<file path="src/verilog/scr_defs.vh">
/*
 Register offsets, field positions, reset values and event bit layout
 for the secondary command block. Assumes inclusion by bare name.
*/
`ifndef SCR_DEFS_VH
`define SCR_DEFS_VH
`define SCR_ADDR_W 8
`define SCR_OFF_CMD 8'h44
`define SCR_OFF_IRQ_STAT 8'h80
`define SCR_OFF_IRQ_MASK 8'h84
`define SCR_OFF_CTRL 8'h88
`define SCR_BIT_IO_EN 0
`define SCR_BIT_MEM_EN 1
`define SCR_BIT_BM_EN 2
`define SCR_BIT_PERR_EN 6
`define SCR_BIT_SERR_EN 8
`define SCR_BIT_INTX_DIS 10
`define SCR_BIT_MDPE 24
`define SCR_CMD_RW_MASK 16'h0147
`define SCR_CMD_RESET 16'h0000
`define SCR_EV_MDPE 0
`define SCR_EV_SERR 1
`define SCR_EV_BLOCKED 2
`define SCR_EV_W 3
`define SCR_EV_RESET 3'h0
`define SCR_CTRL_RESET 1'h0
`endif

</file>
<file path="src/verilog/scr_sync.v">
/*
 Two flip-flop level synchroniser, width set by a parameter.
 Assumes the input comes from another clock domain or a pin.
*/
module scr_sync #(
	parameter W = 1
) (
	// Clock and reset.
	input wire clk_sys,
	input wire resetn,
	// Data.
	input wire [W-1:0] async_in,
	output reg [W-1:0] sync_out
);
	reg [W-1:0] meta_q;

	always @(posedge clk_sys) begin
		if (!resetn) begin
			meta_q <= {W{1'b0}};
			sync_out <= {W{1'b0}};
		end else begin
			meta_q <= async_in;
			sync_out <= meta_q;
		end
	end
endmodule

</file>
<file path="src/verilog/scr_cmd_reg.v">
/*
 Secondary command register of a reversible bridge with the master data
 parity error status bit, event interrupt status and mask, and the gates
 that the command bits put on the secondary datapath. Assumes the datapath
 logic runs on clk_sys and that the direction strap is a pin.
*/
// What this block does
// - I/O enable clear makes the secondary side ignore I/O transactions.
// - Memory enable clear makes the secondary side ignore memory reads.
// - Master enable clear blocks initiating and answering memory and I/O.
// - Master enable set allows mastering forwarded memory and I/O cycles.
// - Reverse bridge with PCI-X secondary may always start split completions.
// - Special cycle enable bit 3 reads zero and is read-only.
// - Memory write and invalidate enable bit 4 reads zero, read-only.
// - Palette snoop bit 5 reads zero; palette snoops are ignored.
// - Parity response enable set lets parity errors set bit 24.
// - Parity response enable clear lets parity errors be ignored.
// - Wait cycle control bit 7 reads zero and is read-only.
// - Forward mode: error enable gates error messages to the root.
// - Reverse mode: error enable gates the secondary system error pin.
// - Fast back-to-back bit 9 reads zero and is read-only.
// - Interrupt disable clear permits INTx messages.
// - Interrupt disable set blocks new INTx and releases asserted ones.
// - Bit 24 is write-one-to-clear and resets to zero.
// The header comes first because the port list uses its address width.
`include "scr_defs.vh"
module scr_cmd_reg #(
	parameter INTX_DIS_RW_FWD = 1,
	parameter INTX_DIS_RW_REV = 0
) (
	// Clock and reset.
	input wire clk_sys,
	input wire resetn,
	// Register port.
	input wire [`SCR_ADDR_W-1:0] reg_addr,
	input wire [31:0] reg_wdata,
	input wire reg_wr,
	input wire reg_rd,
	output reg [31:0] reg_rdata,
	// Bridge straps, pins from outside the clock domain.
	input wire reverse_mode_pin,
	input wire pcix_mode_pin,
	// Secondary side requests from the datapath.
	input wire io_req,
	input wire mem_rd_req,
	input wire mem_req,
	input wire master_req,
	input wire split_cpl_req,
	input wire special_cycle_req,
	input wire palette_snoop_req,
	input wire parity_err,
	input wire fatal_err,
	input wire intx_req,
	// Gates back to the datapath.
	output wire io_accept,
	output wire mem_rd_accept,
	output wire mem_accept,
	output wire master_grant,
	output wire split_cpl_grant,
	output wire special_cycle_accept,
	output wire palette_snoop_accept,
	output reg err_msg_q,
	output reg serr_out_q,
	output reg serr_oe_q,
	output reg intx_out_q,
	// Interrupt.
	output wire irq
);

	wire [1:0] strap_s;
	wire reverse_s = strap_s[0];
	wire pcix_s = strap_s[1];
	reg [15:0] cmd_q;
	reg mdpe_q;
	reg [`SCR_EV_W-1:0] ev_stat_q;
	reg [`SCR_EV_W-1:0] ev_mask_q;
	reg intx_gate_q;
	wire [15:0] wmask;
	wire [`SCR_EV_W-1:0] ev_set;
	wire parity_hit;
	wire blocked;

	scr_sync #(
		.W(2)
	) u_sync (
		.clk_sys(clk_sys),
		.resetn(resetn),
		.async_in({pcix_mode_pin, reverse_mode_pin}),
		.sync_out(strap_s)
	);

	function hit;
		input [`SCR_ADDR_W-1:0] a;
		input [`SCR_ADDR_W-1:0] off;
		begin
			hit = (a == off);
		end
	endfunction

	// Writable bits; bit 10 depends on the bridge direction.
	assign wmask = `SCR_CMD_RW_MASK |
		(((reverse_s && INTX_DIS_RW_REV != 0) ||
		(!reverse_s && INTX_DIS_RW_FWD != 0)) ?
		16'h0400 : 16'h0000);

	// Command register.
	always @(posedge clk_sys) begin
		if (!resetn) begin
			cmd_q <= `SCR_CMD_RESET;
		end else if (reg_wr && hit(reg_addr, `SCR_OFF_CMD)) begin
			cmd_q <= reg_wdata[15:0] & wmask;
		end
	end

	// Gates on the secondary datapath.
	assign io_accept = io_req && cmd_q[`SCR_BIT_IO_EN] &&
		cmd_q[`SCR_BIT_BM_EN];
	assign mem_rd_accept = mem_rd_req && cmd_q[`SCR_BIT_MEM_EN] &&
		cmd_q[`SCR_BIT_BM_EN];
	assign mem_accept = mem_req && cmd_q[`SCR_BIT_BM_EN];
	assign master_grant = master_req && cmd_q[`SCR_BIT_BM_EN];
	// Split completions bypass the master enable only in reverse PCI-X.
	assign split_cpl_grant = split_cpl_req &&
		(cmd_q[`SCR_BIT_BM_EN] || (reverse_s && pcix_s));
	assign special_cycle_accept = 1'b0 & special_cycle_req;
	assign palette_snoop_accept = 1'b0 & palette_snoop_req;

	assign parity_hit = parity_err && cmd_q[`SCR_BIT_PERR_EN];
	assign blocked = (io_req && !io_accept) ||
		(mem_rd_req && !mem_rd_accept) || (master_req && !master_grant);

	// Master data parity error flag; a new error wins over the clear.
	always @(posedge clk_sys) begin
		if (!resetn) begin
			mdpe_q <= 1'b0;
		end else if (parity_hit) begin
			mdpe_q <= 1'b1;
		end else if (reg_wr && hit(reg_addr, `SCR_OFF_CMD) &&
			reg_wdata[`SCR_BIT_MDPE]) begin
			mdpe_q <= 1'b0;
		end
	end

	// System error reporting, per bridge direction.
	always @(posedge clk_sys) begin
		if (!resetn) begin
			err_msg_q <= 1'b0;
			serr_out_q <= 1'b0;
			serr_oe_q <= 1'b0;
		end else begin
			err_msg_q <= fatal_err && !reverse_s &&
				cmd_q[`SCR_BIT_SERR_EN];
			// Open-drain pin: drive low only while reporting.
			serr_out_q <= 1'b0;
			serr_oe_q <= fatal_err && reverse_s &&
				cmd_q[`SCR_BIT_SERR_EN];
		end
	end

	// INTx: disable drops any asserted level on the next clock.
	always @(posedge clk_sys) begin
		if (!resetn) begin
			intx_gate_q <= 1'b0;
			intx_out_q <= 1'b0;
		end else begin
			intx_gate_q <= !cmd_q[`SCR_BIT_INTX_DIS];
			intx_out_q <= intx_req && !cmd_q[`SCR_BIT_INTX_DIS];
		end
	end

	// Event status, sticky; set wins over write-one-to-clear.
	assign ev_set = {blocked, err_msg_q | serr_oe_q, parity_hit};
	always @(posedge clk_sys) begin
		if (!resetn) begin
			ev_stat_q <= `SCR_EV_RESET;
			ev_mask_q <= `SCR_EV_RESET;
		end else begin
			if (reg_wr && hit(reg_addr, `SCR_OFF_IRQ_STAT)) begin
				ev_stat_q <= (ev_stat_q & ~reg_wdata[`SCR_EV_W-1:0]) | ev_set;
			end else begin
				ev_stat_q <= ev_stat_q | ev_set;
			end
			if (reg_wr && hit(reg_addr, `SCR_OFF_IRQ_MASK)) begin
				ev_mask_q <= reg_wdata[`SCR_EV_W-1:0];
			end
		end
	end
	assign irq = |(ev_stat_q & ev_mask_q);

	// Read data, one cycle after the strobe.
	always @(posedge clk_sys) begin
		if (!resetn) begin
			reg_rdata <= 32'h00000000;
		end else if (reg_rd) begin
			case (reg_addr)
			`SCR_OFF_CMD: reg_rdata <= {7'h00, mdpe_q, 8'h00, cmd_q};
			`SCR_OFF_IRQ_STAT: reg_rdata <= {29'h0, ev_stat_q};
			`SCR_OFF_IRQ_MASK: reg_rdata <= {29'h0, ev_mask_q};
			`SCR_OFF_CTRL: reg_rdata <= {29'h0, intx_gate_q, pcix_s,
				reverse_s};
			default: reg_rdata <= 32'h00000000;
			endcase
		end else begin
			reg_rdata <= 32'h00000000;
		end
	end
endmodule

</file>
<file path="config.mk">
export PLATFORM = sky130hd
export DESIGN_NAME = scr_cmd_reg
export DESIGN_NICKNAME = d
export VERILOG_FILES = /design/src/verilog/scr_sync.v /design/src/verilog/scr_cmd_reg.v
export VERILOG_INCLUDE_DIRS = /design/src /design/src/verilog
export SDC_FILE = /design/constraint.sdc
export NUM_CORES = 1
export LEC_CHECK = 0
export BUFFER_PORTS_ARGS = -buffer_cell sky130_fd_sc_hd__clkbuf_2
export CORE_ASPECT_RATIO = 1.2
export CORE_MARGIN = 4
export CORE_UTILIZATION = 40
export DETAILED_ROUTE_END_ITERATION = 10
export PLACE_DENSITY = 0.91
export RECOVER_POWER = 25
export SLEW_MARGIN = 10
export SYNTH_ARGS = -nofsm -noshare
export SYNTH_HDL_FRONTEND = slang
export SYNTH_HIERARCHICAL = 1
export SYNTH_SLANG_ARGS = --single-unit
export TNS_END_PERCENT = 50
</file>
<file path="constraint.sdc">
create_clock -name clk_sys -period 1.7 [get_ports clk_sys]
set_input_delay 0.255 -clock clk_sys [delete_from_list [all_inputs] [get_ports clk_sys]]
set_output_delay 0.255 -clock clk_sys [all_outputs]
set_load 0.01 [all_outputs]
</file>
Word level (Yosys, flattened, before mapping) --
Cells that the tools add are included.
Storage, ports and cells: bits in registers 63, bits of input ports 56, output and inout bits 44, word-level logic and storage cells 59
Operators by class: equal/unequal tests 4, muxes and demuxes 5, bitwise operators 7, reductions and logical operators 32
Operator list (count):
- 25-bit one-hot mux with 4 select lines | 1
- 8-bit equality test (second input constant) | 3
- 1-bit logical AND | 21
- 16-bit by 11-bit bitwise AND with 16-bit output | 1
- 11-bit two-way mux | 1
- 8-bit by 7-bit equality test with 1-bit output (second input constant) | 1
- 3-bit bitwise AND | 2
- 3-bit OR | 2
- 1-bit logical NOT | 5
- 1-bit logical OR | 3
- 3-bit two-way mux | 1
- 3-bit inverter | 1
- 3-bit OR reduction | 1
- 1-bit two-way mux | 2
- 2-bit AND reduction | 1
- 2-bit nonzero test | 1
- 1-bit OR | 1

Logic depth before layout (Yosys ltp) --
Gate-level depths: netlist (run 1).
depth after elaboration 8, depth in mapped cells 5, depth with buffers taken out 4

By module --
Netlist (run 1), hierarchy kept.
By module, submodules not included:
- scr_cmd_reg | times used 1, cells each 136, area each 1291.2 sq um, sequential area each 480.5 sq um
- scr_sync | times used 1, cells each 8, area each 105.1 sq um, sequential area each 80.1 sq um

Worst setup path after synthesis (run 1) --
OpenSTA, ideal clock, no wires.
path kind in2reg, from in reg_addr[3], to reg reg_rdata[1], setup time 58 ps, arrival time 1328 ps, required time 1642 ps, path slack 314 ps, stages 4, path buffers 1, path through buf_6 -> or4b_4 -> a2111oi_4 -> o21a_1
Between the ends: word-level cells in the longest chain between the ends 2, elaborated cells between the ends (all ways) 5, those cells by class eq/ne (4); mux (1)
Ends and longest elaborated chain:
- from (decl) | RTL line scr_cmd_reg.v:35 | input wire [`SCR_ADDR_W-1:0] reg_addr,
- 8-bit equality test or 8-bit by 7-bit equality test with 1-bit output (tied branches) | RTL line scr_cmd_reg.v:195 | case (reg_addr)
- 25-bit one-hot mux with 4 select lines * | RTL line scr_cmd_reg.v:195
- to (signal assigned) | RTL line scr_cmd_reg.v:196 | `SCR_OFF_CMD: reg_rdata <= {7'h00, mdpe_q, 8'h00, cmd_q};
- to (signal assigned) | RTL line scr_cmd_reg.v:197 | `SCR_OFF_IRQ_STAT: reg_rdata <= {29'h0, ev_stat_q};
- to (signal assigned) | RTL line scr_cmd_reg.v:198 | `SCR_OFF_IRQ_MASK: reg_rdata <= {29'h0, ev_mask_q};
- to (decl) | RTL line scr_cmd_reg.v:39 | output reg [31:0] reg_rdata,
Mark *: on every way between the ends. The rest lies on a longest branch, timed or not. A chain may end at the register's enable or synchronous reset.

Worst setup path in the final report (run 1) --
from reg ev_stat_q[1], to out irq
Between the ends: word-level cells in the longest chain between the ends 2
Ends and longest elaborated chain:
- from (decl) | RTL line scr_cmd_reg.v:75 | reg [`SCR_EV_W-1:0] ev_stat_q;
- from (signal assigned) | RTL line scr_cmd_reg.v:175 | ev_stat_q <= `SCR_EV_RESET;
- from (signal assigned) | RTL line scr_cmd_reg.v:179 | ev_stat_q <= (ev_stat_q & ~reg_wdata[`SCR_EV_W-1:0]) | ev_set;
- from (signal assigned) | RTL line scr_cmd_reg.v:181 | ev_stat_q <= ev_stat_q | ev_set;
- 3-bit bitwise AND | RTL line scr_cmd_reg.v:188 | assign irq = |(ev_stat_q & ev_mask_q);
- 3-bit OR reduction | RTL line scr_cmd_reg.v:188
- to (decl) | RTL line scr_cmd_reg.v:67 | output wire irq
Every way passes these cells.

==> results summary, run 1 <==
After detailed routing, the wire length on met1 is 1020 µm. The congestion estimate from routability-driven global placement came to 0.842. The design internal power came out at 1020 µW. The share of total power dissipated in combinational logic is 0.090.

The final core area utilization is 0.483. In this run the top signal layer used is met4. The number of nets with antenna violations after detailed routing is 0. Setup violations remaining at the end of the flow were counted as 0. The post-layout net count is 247. The initial antenna violation count was 0. Synthesis instantiated 33 different standard cells from the library. The analysis attributes to net switching a power of 275 µW. The total clock buffers created by CTS came out at 3. The half-perimeter wire length after detailed placement came out at 2320 µm. The min-delay analysis places its worst path in the category in -> reg. The number of core rows is 23.

The maximum clock skew at final layout came out at 0.00599 ns. The maximum clock insertion buffer count is 2. The share of synthesized registers carrying an async set or reset came out at 0. The post-cts hold buffer count came out at 0. In this run, synthesis produced a sequential element count of 28. Setup repair after global routing left no endpoint under its margin. The average via count per standard cell came out at 4.68. The share of power burned in the clock network came out at 0.395.

Of the post-synthesis cell area, the dominant cell type holds 0.401. The count of final max-slew check failures was 0. The area of the die came out at 0.00450 mm². The reported max-cap violation count came out at 0. The number of vias after detailed routing came out at 1,063.

For this configuration, the core starts out at a cell density of 0.418. In the routed design, unresolved DRC markers number 0. Pin placement for this block handled 100 I/O pins. The critical path required time came out at 1.44 ns.

The main flop type after synthesis is sky130_fd_sc_hd__dfxtp_1. Leaving out fill and tap cells, the most frequent cell in the layout is sky130_fd_sc_hd__clkbuf_2. Data arrives at the worst endpoint at 1.18 ns.

STA classifies the critical path startpoint as a flop. The post-route non-filler standard cell count came out at 227. The worst setup path is captured at an output pin.

The maximum operating frequency is 0.697 GHz. The cell at the slowest stage of the critical path is sky130_fd_sc_hd__a222oi_1. The number of standard cells after synthesis came out at 144.

CTS built an H-tree with a depth of 1. The routed wire length came out at 2770 µm. The post-synthesis instance area came out at 0.00140 mm².

The height of the die is 72.7 µm. The part of the Yosys area used for sequential elements came out at 0.401. The ratio of final minimum period to clock period is 0.845.

The average routed wire per standard cell is 12.2 µm. In the layout the commonest cells are sky130_fd_sc_hd__clkbuf_2 (40), sky130_fd_sc_hd__conb_1 (28), sky130_fd_sc_hd__dfxtp_1 (28). The static leakage is 0.000791 µW. TritonCTS built the clock tree. The net switching share of the total power came out at 0.212. Yosys printed 6 warnings. After clock tree synthesis, the clock-pin slew on the worst setup and hold paths is 0.09 ns. The average instance in the mapped netlist occupies 9.70 µm². The worst-skew pair later-pin latency is 0.27 ns. The leftover overflow at the end of global routing came out at 0. The share of cells above drive strength 1 is 0.274. The critical path is of the reg -> out type.

The total length of routed met3 wires is 286 µm. The CTS sink count came out at 28. The wire length of the first global-routing pass is 4250 µm. The floorplan step set the die width to 61.9 µm. Ranked by total cell area, the synthesized netlist is headed by sky130_fd_sc_hd__dfxtp_1 (40%), sky130_fd_sc_hd__buf_4 (15%), sky130_fd_sc_hd__mux2i_1 (7.9%), sky130_fd_sc_hd__and2_1 (5.8%), sky130_fd_sc_hd__nor2_1 (3.5%).

The run finished with clean final reports. The total setup buffers inserted after CTS is 0. The met2 wirelength from detailed routing came out at 1420 µm. The post-placement cell count came out at 223. Relative to the synthesized area, the layout overhead comes to 15.5%. The total inserted antenna cells came out at 0. Across every metal layer, demand over resource in global routing totals 0.123.

Clock tree synthesis selected as its root buffer the cell sky130_fd_sc_hd__clkbuf_8. The number of synthesized flops with an enable pin is 0. The largest single stage delay on the critical path is 0.36 ns.

The sequential share of power is 0.516. VDD sags by at most 0.386 mV. The minimum clock period after layout is 1.44 ns.

The final count of hold timing violations came out at 0. The iteration-0 DRC count of the detailed router came out at 34. The largest total area in the synthesized netlist belongs to sky130_fd_sc_hd__dfxtp_1.

The number of gates resized after CTS was 0. The core region is 0.00334 mm². After routing, the total negative slack on setup checks comes to 0 ns. Walking the worst path, the cells encountered are a222oi_1 > inv_1 > clkbuf_2. The count of port buffers added during placement is 44. The total power density per cell area is 804 mW/mm².

Entering global routing, the biggest net connects 17 pins. The maximum net fanout on the critical path is 3. The via count of the first global-routing pass came out at 992.

The first detailed-routing pass ran for 4 iterations.
[worst max-delay path: cells and delay by family (launching register included)]
kind                   cells  cell delay, ns
buffers and inverters      2            0.21
AO/OA/AOI/OAI              1            0.36
flip-flops                 1            0.33
[flip-flops by register name, summed over array words and instances, names as in the netlist]
signal           flops
u_sync/sync_out      2
serr_oe_q            1
u_sync/meta_q        2
intx_gate_q          1
ev_mask_q            3
cmd_q                6
mdpe_q               1
reg_rdata            7
ev_stat_q            3
err_msg_q            1
intx_out_q           1
[area by class of cell]
class                           count  area, µm²
Fill cell                         331       1730
Multi-Input combinational cell    109        697
Sequential cell                    28        561
Timing Repair Buffer               45        223
Tap cell                           37       46.3
Clock buffer                        3       41.3
Clock inverter                      1       30.0
Inverter                            4       15.0
[Yosys cell counts, types with 2 or more instances]
| cell type | instances |
|---|---|
| sky130_fd_sc_hd__nand3_1 | 3 |
| sky130_fd_sc_hd__dfxtp_1 | 28 |
| sky130_fd_sc_hd__buf_4 | 28 |
| sky130_fd_sc_hd__a21oi_1 | 6 |
| sky130_fd_sc_hd__nor2b_1 | 2 |
| sky130_fd_sc_hd__o21a_1 | 2 |
| sky130_fd_sc_hd__mux2i_1 | 11 |
| sky130_fd_sc_hd__nand3b_1 | 3 |
| sky130_fd_sc_hd__and3_1 | 2 |
| sky130_fd_sc_hd__o21ai_0 | 2 |
| sky130_fd_sc_hd__a22oi_1 | 2 |
| sky130_fd_sc_hd__nor4b_4 | 2 |
| sky130_fd_sc_hd__and2_1 | 13 |
| sky130_fd_sc_hd__inv_1 | 4 |
| sky130_fd_sc_hd__nor2_1 | 13 |
| sky130_fd_sc_hd__nand2_1 | 5 |
| sky130_fd_sc_hd__o22ai_1 | 2 |
[per-layer routing]
metal / GRT usage / up-vias
met5: 0 / -
met4: 0.0448 / 0
met3: 0.0248 / 4
met2: 0.217 / 48
met1: 0.142 / 480
li1: - / 531
[final timing paths]
kind                    start            endpoint  slack, ns  cells after the start
max              ev_stat_q[1]                 irq       0.26                      3
min                  intx_req          intx_out_q       0.18                      2
max reg2reg          cmd_q[1]        reg_rdata[1]       0.59                      3
min reg2reg  u_sync/meta_q[0]  u_sync/sync_out[0]       0.44                      1
[power by group through the flow]
stage / clock, µW / combinational [µW] / sequential, µW
floorplan: 0 / 110 / 683
global placement: 0 / 113 / 683
detailed placement: 0 / 115 / 684
CTS: 526 / 116 / 668
global route: 552 / 129 / 670
finish: 512 / 116 / 669
[kinds of logic after synthesis]
group / Yosys count / share of synthesized area
other: 1 / 0.00269
muxes: 11 / 0.0789
buffers and inverters: 34 / 0.172
and+or+nand+nor: 50 / 0.236
AOI/OAI and AO/OA: 20 / 0.109
DFF: 28 / 0.401
[metrics by stage]
| stage | hold WS (ns) | area, µm² | setup slack [ns] | total power, µW |
|---|---|---|---|---|
| 4_1_cts | 0.177 | 1620 | 0.259 | 1310 |
| 3_3_place_gp | 0.408 | 1550 | 0.119 | 796 |
| 6_report | 0.181 | 1610 | 0.264 | 1300 |
| 2_1_floorplan | 0.362 | 1500 | 0.314 | 793 |
| 3_5_place_dp | 0.419 | 1550 | 0.0635 | 799 |
| 5_1_grt | 0.182 | 1610 | 0.186 | 1350 |
(Power assumes the default switching activity.)
==> inputs of run 2 (changes only) <==
==> constraint.sdc (replaced) <==
create_clock -name clk_sys -period 1.4 [get_ports clk_sys]
set_input_delay 0.21 -clock clk_sys [delete_from_list [all_inputs] [get_ports clk_sys]]
set_output_delay 0.21 -clock clk_sys [all_outputs]
set_load 0.01 [all_outputs]
==> run 2 against run 1 <==
The run now ends with setup timing left. Critical path depth unchanged. Worst hold slack got worse by 0.048 ns. Die area unchanged. Utilization is 2.5 points higher.
==> results summary, run 2 (same netlist as run 1, synthesis figures left out) <==
The critical path required time was 1.19 ns (-0.25 ns). The number of detailed-route iterations in the first pass is 5 (+1). The height of the die is 72.7 µm (unchanged).

The total placed instance area was 0.00164 mm² (+5.8%). The maximum number of pins on one net before global-route repair is 16 (-1). Setup repair after global routing could not meet its margin everywhere. The post-layout net count came out at 260 (+5.3%). The average routed wire per standard cell is 12.3 µm (+0.77%). The count of port buffers added during placement came out at 44 (unchanged).

The worst-skew pair later-pin latency came out at 0.28 ns (about the same). The total power density per cell area came out at 864 mW/mm² (+7.5%). The worst slack on hold paths came to 0.133 ns (-0.0479 ns). The CTS sink count is 28 (unchanged).

The initial cell density of the core is 0.418 (unchanged). The leftover overflow at the end of global routing is 0 (unchanged). The maximum clock insertion buffer count came to 2 (unchanged). The area of the die came out at 0.00450 mm² (unchanged).

The share of cells above drive strength 1 came out at 0.335 (+0.0613). The setup path with the least slack is of type reg -> out. The DRC violations left was 0 (unchanged). The worst-case setup margin in the final layout came to -0.00299 ns (-0.267 ns). The tree is rooted in a sky130_fd_sc_hd__clkbuf_8. The total clock buffers created by CTS is 3 (unchanged).

The element type at the critical path end is an output pin. The data arrival time of the critical path came out at 1.19 ns (about the same). The via count of the first global-routing pass came out at 1,025 (+3.3%). The number of nets with antenna violations after detailed routing came out at 0 (unchanged). The peak supply drop is 0.392 mV (+1.4%).

The CTS tree is yes. The run finished, with violations left. The number of core rows is 23 (unchanged). The maximum net fanout on the critical path was 2 (-1). The clock-pin slew on the worst setup and hold paths came out at 0.09 ns (about the same).

The largest register by flop count is reg_rdata. The top-level I/O count is 100 (unchanged). The maximum clock skew at final layout came to 0.00501 ns (-0.000986 ns). The post-cts hold buffer count is 0 (unchanged).

The iteration-0 DRC count of the detailed router is 58 (+71%). The setup-violating endpoint count in the final report came to 1 (+1). The final reports fail on setup timing. The summed negative setup slack over all endpoints is -0.00299 ns (-0.00299 ns). The min-delay analysis places its worst path in the category in -> reg. In the layout the commonest cells are sky130_fd_sc_hd__clkbuf_2 (41), sky130_fd_sc_hd__conb_1 (28), sky130_fd_sc_hd__dfxtp_1 (25). The area of all placed cells without fillers is 0.00170 mm² (+5.1%). The average via count per standard cell was 4.70 (+0.46%). The flip-flop count of the largest register, all copies and words added came to 7 (unchanged). The static leakage is 0.000849 µW (+7.4%). The routed wire length came out at 2950 µm (+6.5%).

The final RePlAce weighted congestion came out at 0.860 (+2.2%). The maximum operating frequency came out at 0.713 GHz. The die boundary width is 61.9 µm (unchanged). The initial antenna violation count came out at 0 (unchanged). The half-perimeter wire length after detailed placement came to 2460 µm (+6.2%). The count of final max-slew check failures is 0 (unchanged).

The ratio of final minimum period to clock period came out at 1.00. The final count of hold timing violations is 0 (unchanged). The floorplan core area came out at 0.00334 mm² (unchanged).

The total inserted antenna cells is 0 (unchanged). The number of inserted filler cells in the final layout came out at 340 (+2.7%). In the final layout, the registers with the most flip-flops are reg_rdata (7), cmd_q (6). For the finished layout, the period the worst path requires is 1.40 ns. The CTS H-tree depth is 1 (unchanged). The total global routing track utilization came to 0.135 (+0.0124). The number of vias after detailed routing is 1,129 (+6.2%).

The wire length of the first global-routing pass came out at 4450 µm (+4.7%). Leaving out fill and tap cells, the most frequent cell in the layout is sky130_fd_sc_hd__clkbuf_2. The growth of design area from synthesis to finish is 21.4%. The reported max-cap violation count is 0 (unchanged). STA classifies the critical path startpoint as a flop.
-- run 2: cell types whose count changed in the layout (fill, tap and decap cells not counted) --
| cell | previous run | this run |
|---|---|---|
| sky130_fd_sc_hd__buf_4 | 1 | 13 |
| sky130_fd_sc_hd__bufinv_16 | 1 | 0 |
| sky130_fd_sc_hd__clkbuf_2 | 40 | 41 |
| sky130_fd_sc_hd__clkbuf_8 | 3 | 4 |
| sky130_fd_sc_hd__dfxtp_1 | 28 | 25 |
| sky130_fd_sc_hd__dfxtp_2 | 0 | 3 |
-- run 2: final cells by class --
type	count	area, µm²	share of cell area
Multi-Input combinational cell	109	697	0.411
Inverter	4	15.0	0.00886
Sequential cell	28	564	0.333
Timing Repair Buffer	58	318	0.187
Clock buffer	4	55.1	0.0325
Tap cell	37	46.3	0.0273
-- run 2: per-layer routing --
layer / track usage / routed length, µm / up-vias
li1: - / - / 562
met1: 0.146 / 1090 / 514
met2: 0.242 / 1540 / 48
met3: 0.0301 / 268 / 5
met4: 0.0613 / 54 / 0
met5: 0 / 0 / -
-- run 2: where the power goes --
group,total [µW],leakage (µW),switching (µW),internal (µW)
registers,811,0.000229,5.09,806
logic,160,0.000591,94.1,65.8
clock network,494,0.0000288,242,252
-- run 2: stage by stage --
stage | setup WS (ns) | power (µW) | util | cells
floorplan | 0.0591 | 963 | - | 171
finish | -0.00299 | 1470 | 0.508 | 240
detailed placement | -0.100 | 990 | 0.490 | 235
CTS | 0.00428 | 1480 | 0.509 | 240
global placement | -0.0339 | 986 | 0.490 | 235
global route | -0.0857 | 1530 | 0.508 | 240
-- run 2: what timing repair did --
action | in CTS | in global routing
pin swaps | 1 | 1
setup buffers | 1 | 0
endpoints found under the setup margin | 1 | 2
cloned | 0 | 0
hold endpoints to repair | 0 | 0
gates resized for setup | 1 | 2
-- run 2: worst max-delay path, cell delays in order (launching register included) --
cell                       delay [ns]
sky130_fd_sc_hd__dfxtp_2         0.33
sky130_fd_sc_hd__a222oi_1        0.39
sky130_fd_sc_hd__inv_1           0.07
sky130_fd_sc_hd__clkbuf_2        0.13
-- run 2: path summary, 6_finish.rpt --
check                        start                 end  slack (ns)  cells after the start
setup / recovery      ev_mask_q[1]                 irq      -0.003                      3
hold / removal    reverse_mode_pin    u_sync/meta_q[0]        0.13                      2
setup reg to reg          cmd_q[1]        reg_rdata[1]        0.33                      3
hold reg to reg   u_sync/meta_q[0]  u_sync/sync_out[0]        0.43                      1
==> inputs of run 3 (changes only) <==
--- a/config.mk
+++ b/config.mk
@@ -8,12 +8,13 @@
 export LEC_CHECK = 0
 export BUFFER_PORTS_ARGS = -buffer_cell sky130_fd_sc_hd__clkbuf_2
 export CORE_ASPECT_RATIO = 1.2
-export CORE_MARGIN = 4
+export CORE_MARGIN = 2
 export CORE_UTILIZATION = 40
+export CTS_BUF_LIST = sky130_fd_sc_hd__clkbuf_16
 export DETAILED_ROUTE_END_ITERATION = 10
 export PLACE_DENSITY = 0.91
 export RECOVER_POWER = 25
-export SLEW_MARGIN = 10
+export SLEW_MARGIN = 20
 export SYNTH_ARGS = -nofsm -noshare
 export SYNTH_HDL_FRONTEND = slang
 export SYNTH_HIERARCHICAL = 1
==> run 3 against run 2 <==
The flow now finishes without violations. Register-to-register slack worse by 0.05 ns. Critical path depth unchanged. Sequential cell count unchanged. First-iteration DRC count down 67%. Final area up 0.59%. Non-clock buffer count down 1. Worst hold slack better by 0.026 ns. Count of clock-buffer cells in the layout down 1. Die area down 12%. Combinational power about the same. Critical endpoint unchanged.
==> results summary, run 3 (same netlist as run 1, synthesis figures left out) <==
Setup repair after global routing could not meet its margin everywhere. The total clock buffers created by CTS is 3 (unchanged). The maximum clock insertion buffer count is 2 (unchanged). The summed negative setup slack over all endpoints was 0 ns (+0.00299 ns). The minimum clock period after layout came to 1.34 ns (-0.0658 ns).

The maximum number of pins on one net before global-route repair came to 15 (-1). The share of total power in combinational logic is 0.100 (-0.009). The number of detailed-route iterations in the first pass was 4 (-1). The maximum operating frequency came out at 0.748 GHz (+4.9%). The clock-pin slew on the worst setup and hold paths is 0.06 ns (-0.03 ns).

The number of core rows is 23 (unchanged). The routed wire length is 2700 µm (-8.6%). Among cell families on the critical path, the largest total delay comes from compound AO/OA/AOI/OAI gates.

The reported max-cap violation count is 0 (unchanged). Relative to the synthesized area, the layout overhead comes to 22.1%. The path class of the tightest hold or removal check is in -> reg. More flip-flops sit in one register than any other, and that register is reg_rdata.

The total power density per cell area is 933 mW/mm² (+8.0%). The buffer and inverter count on the worst path came out at 2 (unchanged). The CTS H-tree depth came out at 1 (unchanged). The placement-stage worst setup slack was -0.0586 ns (+0.0415 ns). The worst setup path is of the reg -> out kind. The initial cell density of the core came to 0.418 (unchanged). The maximum net fanout on the critical path came to 3 (+1). The top-level I/O count came to 100 (unchanged). The count of final max-slew check failures is 0 (unchanged). The average routed wire per standard cell is 11.3 µm (-7.8%). The critical path required time is 1.19 ns (about the same). The worst-case setup margin in the final layout is 0.0629 ns (+0.0658 ns). The post-layout net count is 259 (-0.38%). The run finished with clean final reports.

The net load switching power was 341 µW (about the same). The top cell types in the final layout, fill and taps aside, are sky130_fd_sc_hd__clkbuf_2 (41), sky130_fd_sc_hd__conb_1 (28), sky130_fd_sc_hd__dfxtp_1 (27). The number of nets with antenna violations after detailed routing is 0 (unchanged). The share of power burned in the clock network came out at 0.390 (+0.053). The average via count per standard cell came out at 4.60 (-2.3%). The static leakage came out at 0.000848 µW (about the same).

Traced cell by cell, the critical path runs through a222oi_1 > inv_1 > clkbuf_2. The count of port buffers added during placement came to 44 (unchanged). The initial antenna violation count is 0 (unchanged).

The minimum setup slack among reg-to-reg paths came out at 0.28 ns (-0.05 ns). The sequential share of power came out at 0.510 (-0.044). The CTS sink count came out at 28 (unchanged). The design internal power is 1250 µW (+11%). The via count of the first global-routing pass came out at 995 (-2.9%).

The data arrival time of the critical path is 1.13 ns (-0.06 ns). In the final layout, the registers with the most flip-flops are reg_rdata (7), cmd_q (6). The area of the die is 0.00398 mm² (-12%).

The maximum clock skew at final layout came out at 0.00155 ns (-0.00346 ns). The total inserted antenna cells came out at 0 (unchanged). The highest cell delay on the worst timing path came to 0.35 ns (-0.04 ns).

STA classifies the critical path endpoint as an output pin. The wire length of the first global-routing pass is 4120 µm (-7.4%). The area of all placed cells without fillers is 0.00171 mm² (+0.59%).

The number of vias after detailed routing came out at 1,094 (-3.1%). The setup-violating endpoint count in the final report was 0 (-1). The total global routing track utilization came out at 0.131 (-0.00398). The total setup buffers inserted after CTS is 0 (-1). The ratio of final minimum period to clock period is 0.955 (-0.0470).

The half-perimeter wire length after detailed placement came to 2220 µm (-9.7%). The worst slack on hold paths is 0.158 ns (+0.0256 ns). The worst setup path is launched from a flop. The number of inserted filler cells in the final layout came to 334 (-1.8%). In this run the clock root is driven by a sky130_fd_sc_hd__clkbuf_16. The height of the die is 68.7 µm (-5.5%).

The worst-skew pair later-pin latency came out at 0.25 ns (-0.03 ns). The final RePlAce weighted congestion is 0.885 (+2.9%). The iteration-0 DRC count of the detailed router is 19 (-67%).

The leftover overflow at the end of global routing was 0 (unchanged). The net switching share of the total power came out at 0.214 (-0.0184). The peak supply drop is 0.606 mV (+55%).

The total area of sequential cells came out at 562 µm² (-0.44%). The share of cells above drive strength 1 came to 0.318 (-0.0166). Leaving out fill and tap cells, the most frequent cell in the layout is sky130_fd_sc_hd__clkbuf_2. The multi-input logic area is 697 µm² (unchanged). The final count of hold timing violations is 0 (unchanged).

The DRC violations left was 0 (unchanged). The die boundary width came out at 57.9 µm (-6.5%). The cell at the slowest stage of the critical path is sky130_fd_sc_hd__a222oi_1. The total placed instance area is 0.00164 mm² (unchanged). The CTS tree is yes.

The floorplan core area is 0.00334 mm² (unchanged). The flip-flop count of the largest register, all copies and words added is 7 (unchanged).
==> run 3: cell count changes in the layout (fill, tap and decap cells not counted), moves of 2 or more <==
| cell | previous run | this run |
|---|---|---|
| sky130_fd_sc_hd__and2_1 | 12 | 9 |
| sky130_fd_sc_hd__clkbuf_8 | 4 | 0 |
| sky130_fd_sc_hd__clkbuf_16 | 0 | 3 |
| sky130_fd_sc_hd__dfxtp_1 | 25 | 27 |
| sky130_fd_sc_hd__dfxtp_2 | 3 | 1 |
| sky130_fd_sc_hd__and2_0 | 1 | 4 |
==> run 3: worst paths after layout <==
path / to / cells past startpoint / from
setup / recovery: irq / 3 / ev_mask_q[1]
hold / removal: u_sync/meta_q[0] / 2 / reverse_mode_pin
setup reg to reg: ev_stat_q[2] / 4 / cmd_q[2]
hold reg to reg: u_sync/sync_out[0] / 1 / u_sync/meta_q[0]
==> run 3: power groups by stage <==
stage | combinational (µW) | clock [µW] | sequential (µW)
after floorplan | 133 | 0 | 829
after global placement | 156 | 0 | 830
after detailed placement | 159 | 0 | 830
after CTS | 160 | 627 | 812
after global routing | 176 | 664 | 813
final | 159 | 620 | 812
==> run 3: what timing repair did <==
item	in CTS	in global routing
resized for setup	0	1
endpoints found under the setup margin	0	1
hold buffers	0	0
endpoints found under the hold margin	0	0
==> run 3: worst reg2reg max path, cell delays in order, from the launching register on <==
cell and delay, ns:
sky130_fd_sc_hd__dfxtp_1 0.47, sky130_fd_sc_hd__nand2_1 0.11, sky130_fd_sc_hd__a21oi_1 0.14, sky130_fd_sc_hd__o21ai_0 0.11
sky130_fd_sc_hd__o21a_1 0.20
==> run 3: stage by stage <==
step / power (µW) / std cells / utilization
after CTS: 1600 / 238 / 0.513
after global placement: 986 / 235 / 0.490
after detailed placement: 989 / 235 / 0.490
final: 1590 / 238 / 0.511
after global routing: 1650 / 238 / 0.511
after floorplan: 963 / 171 / -
==> run 3: final cells by class <==
type,instances,share of cell area
Multi-Input combinational cell,109,0.409
Timing Repair Buffer,57,0.182
Inverter,4,0.00880
Tap cell,37,0.0271
Clock buffer,3,0.0440
Sequential cell,28,0.329
==> run 3: per-layer routing <==
layer  wire length [µm]  GRT usage
met5                  0          0
met4                 41     0.0581
met3                176     0.0112
met2               1370      0.237
met1               1100      0.159
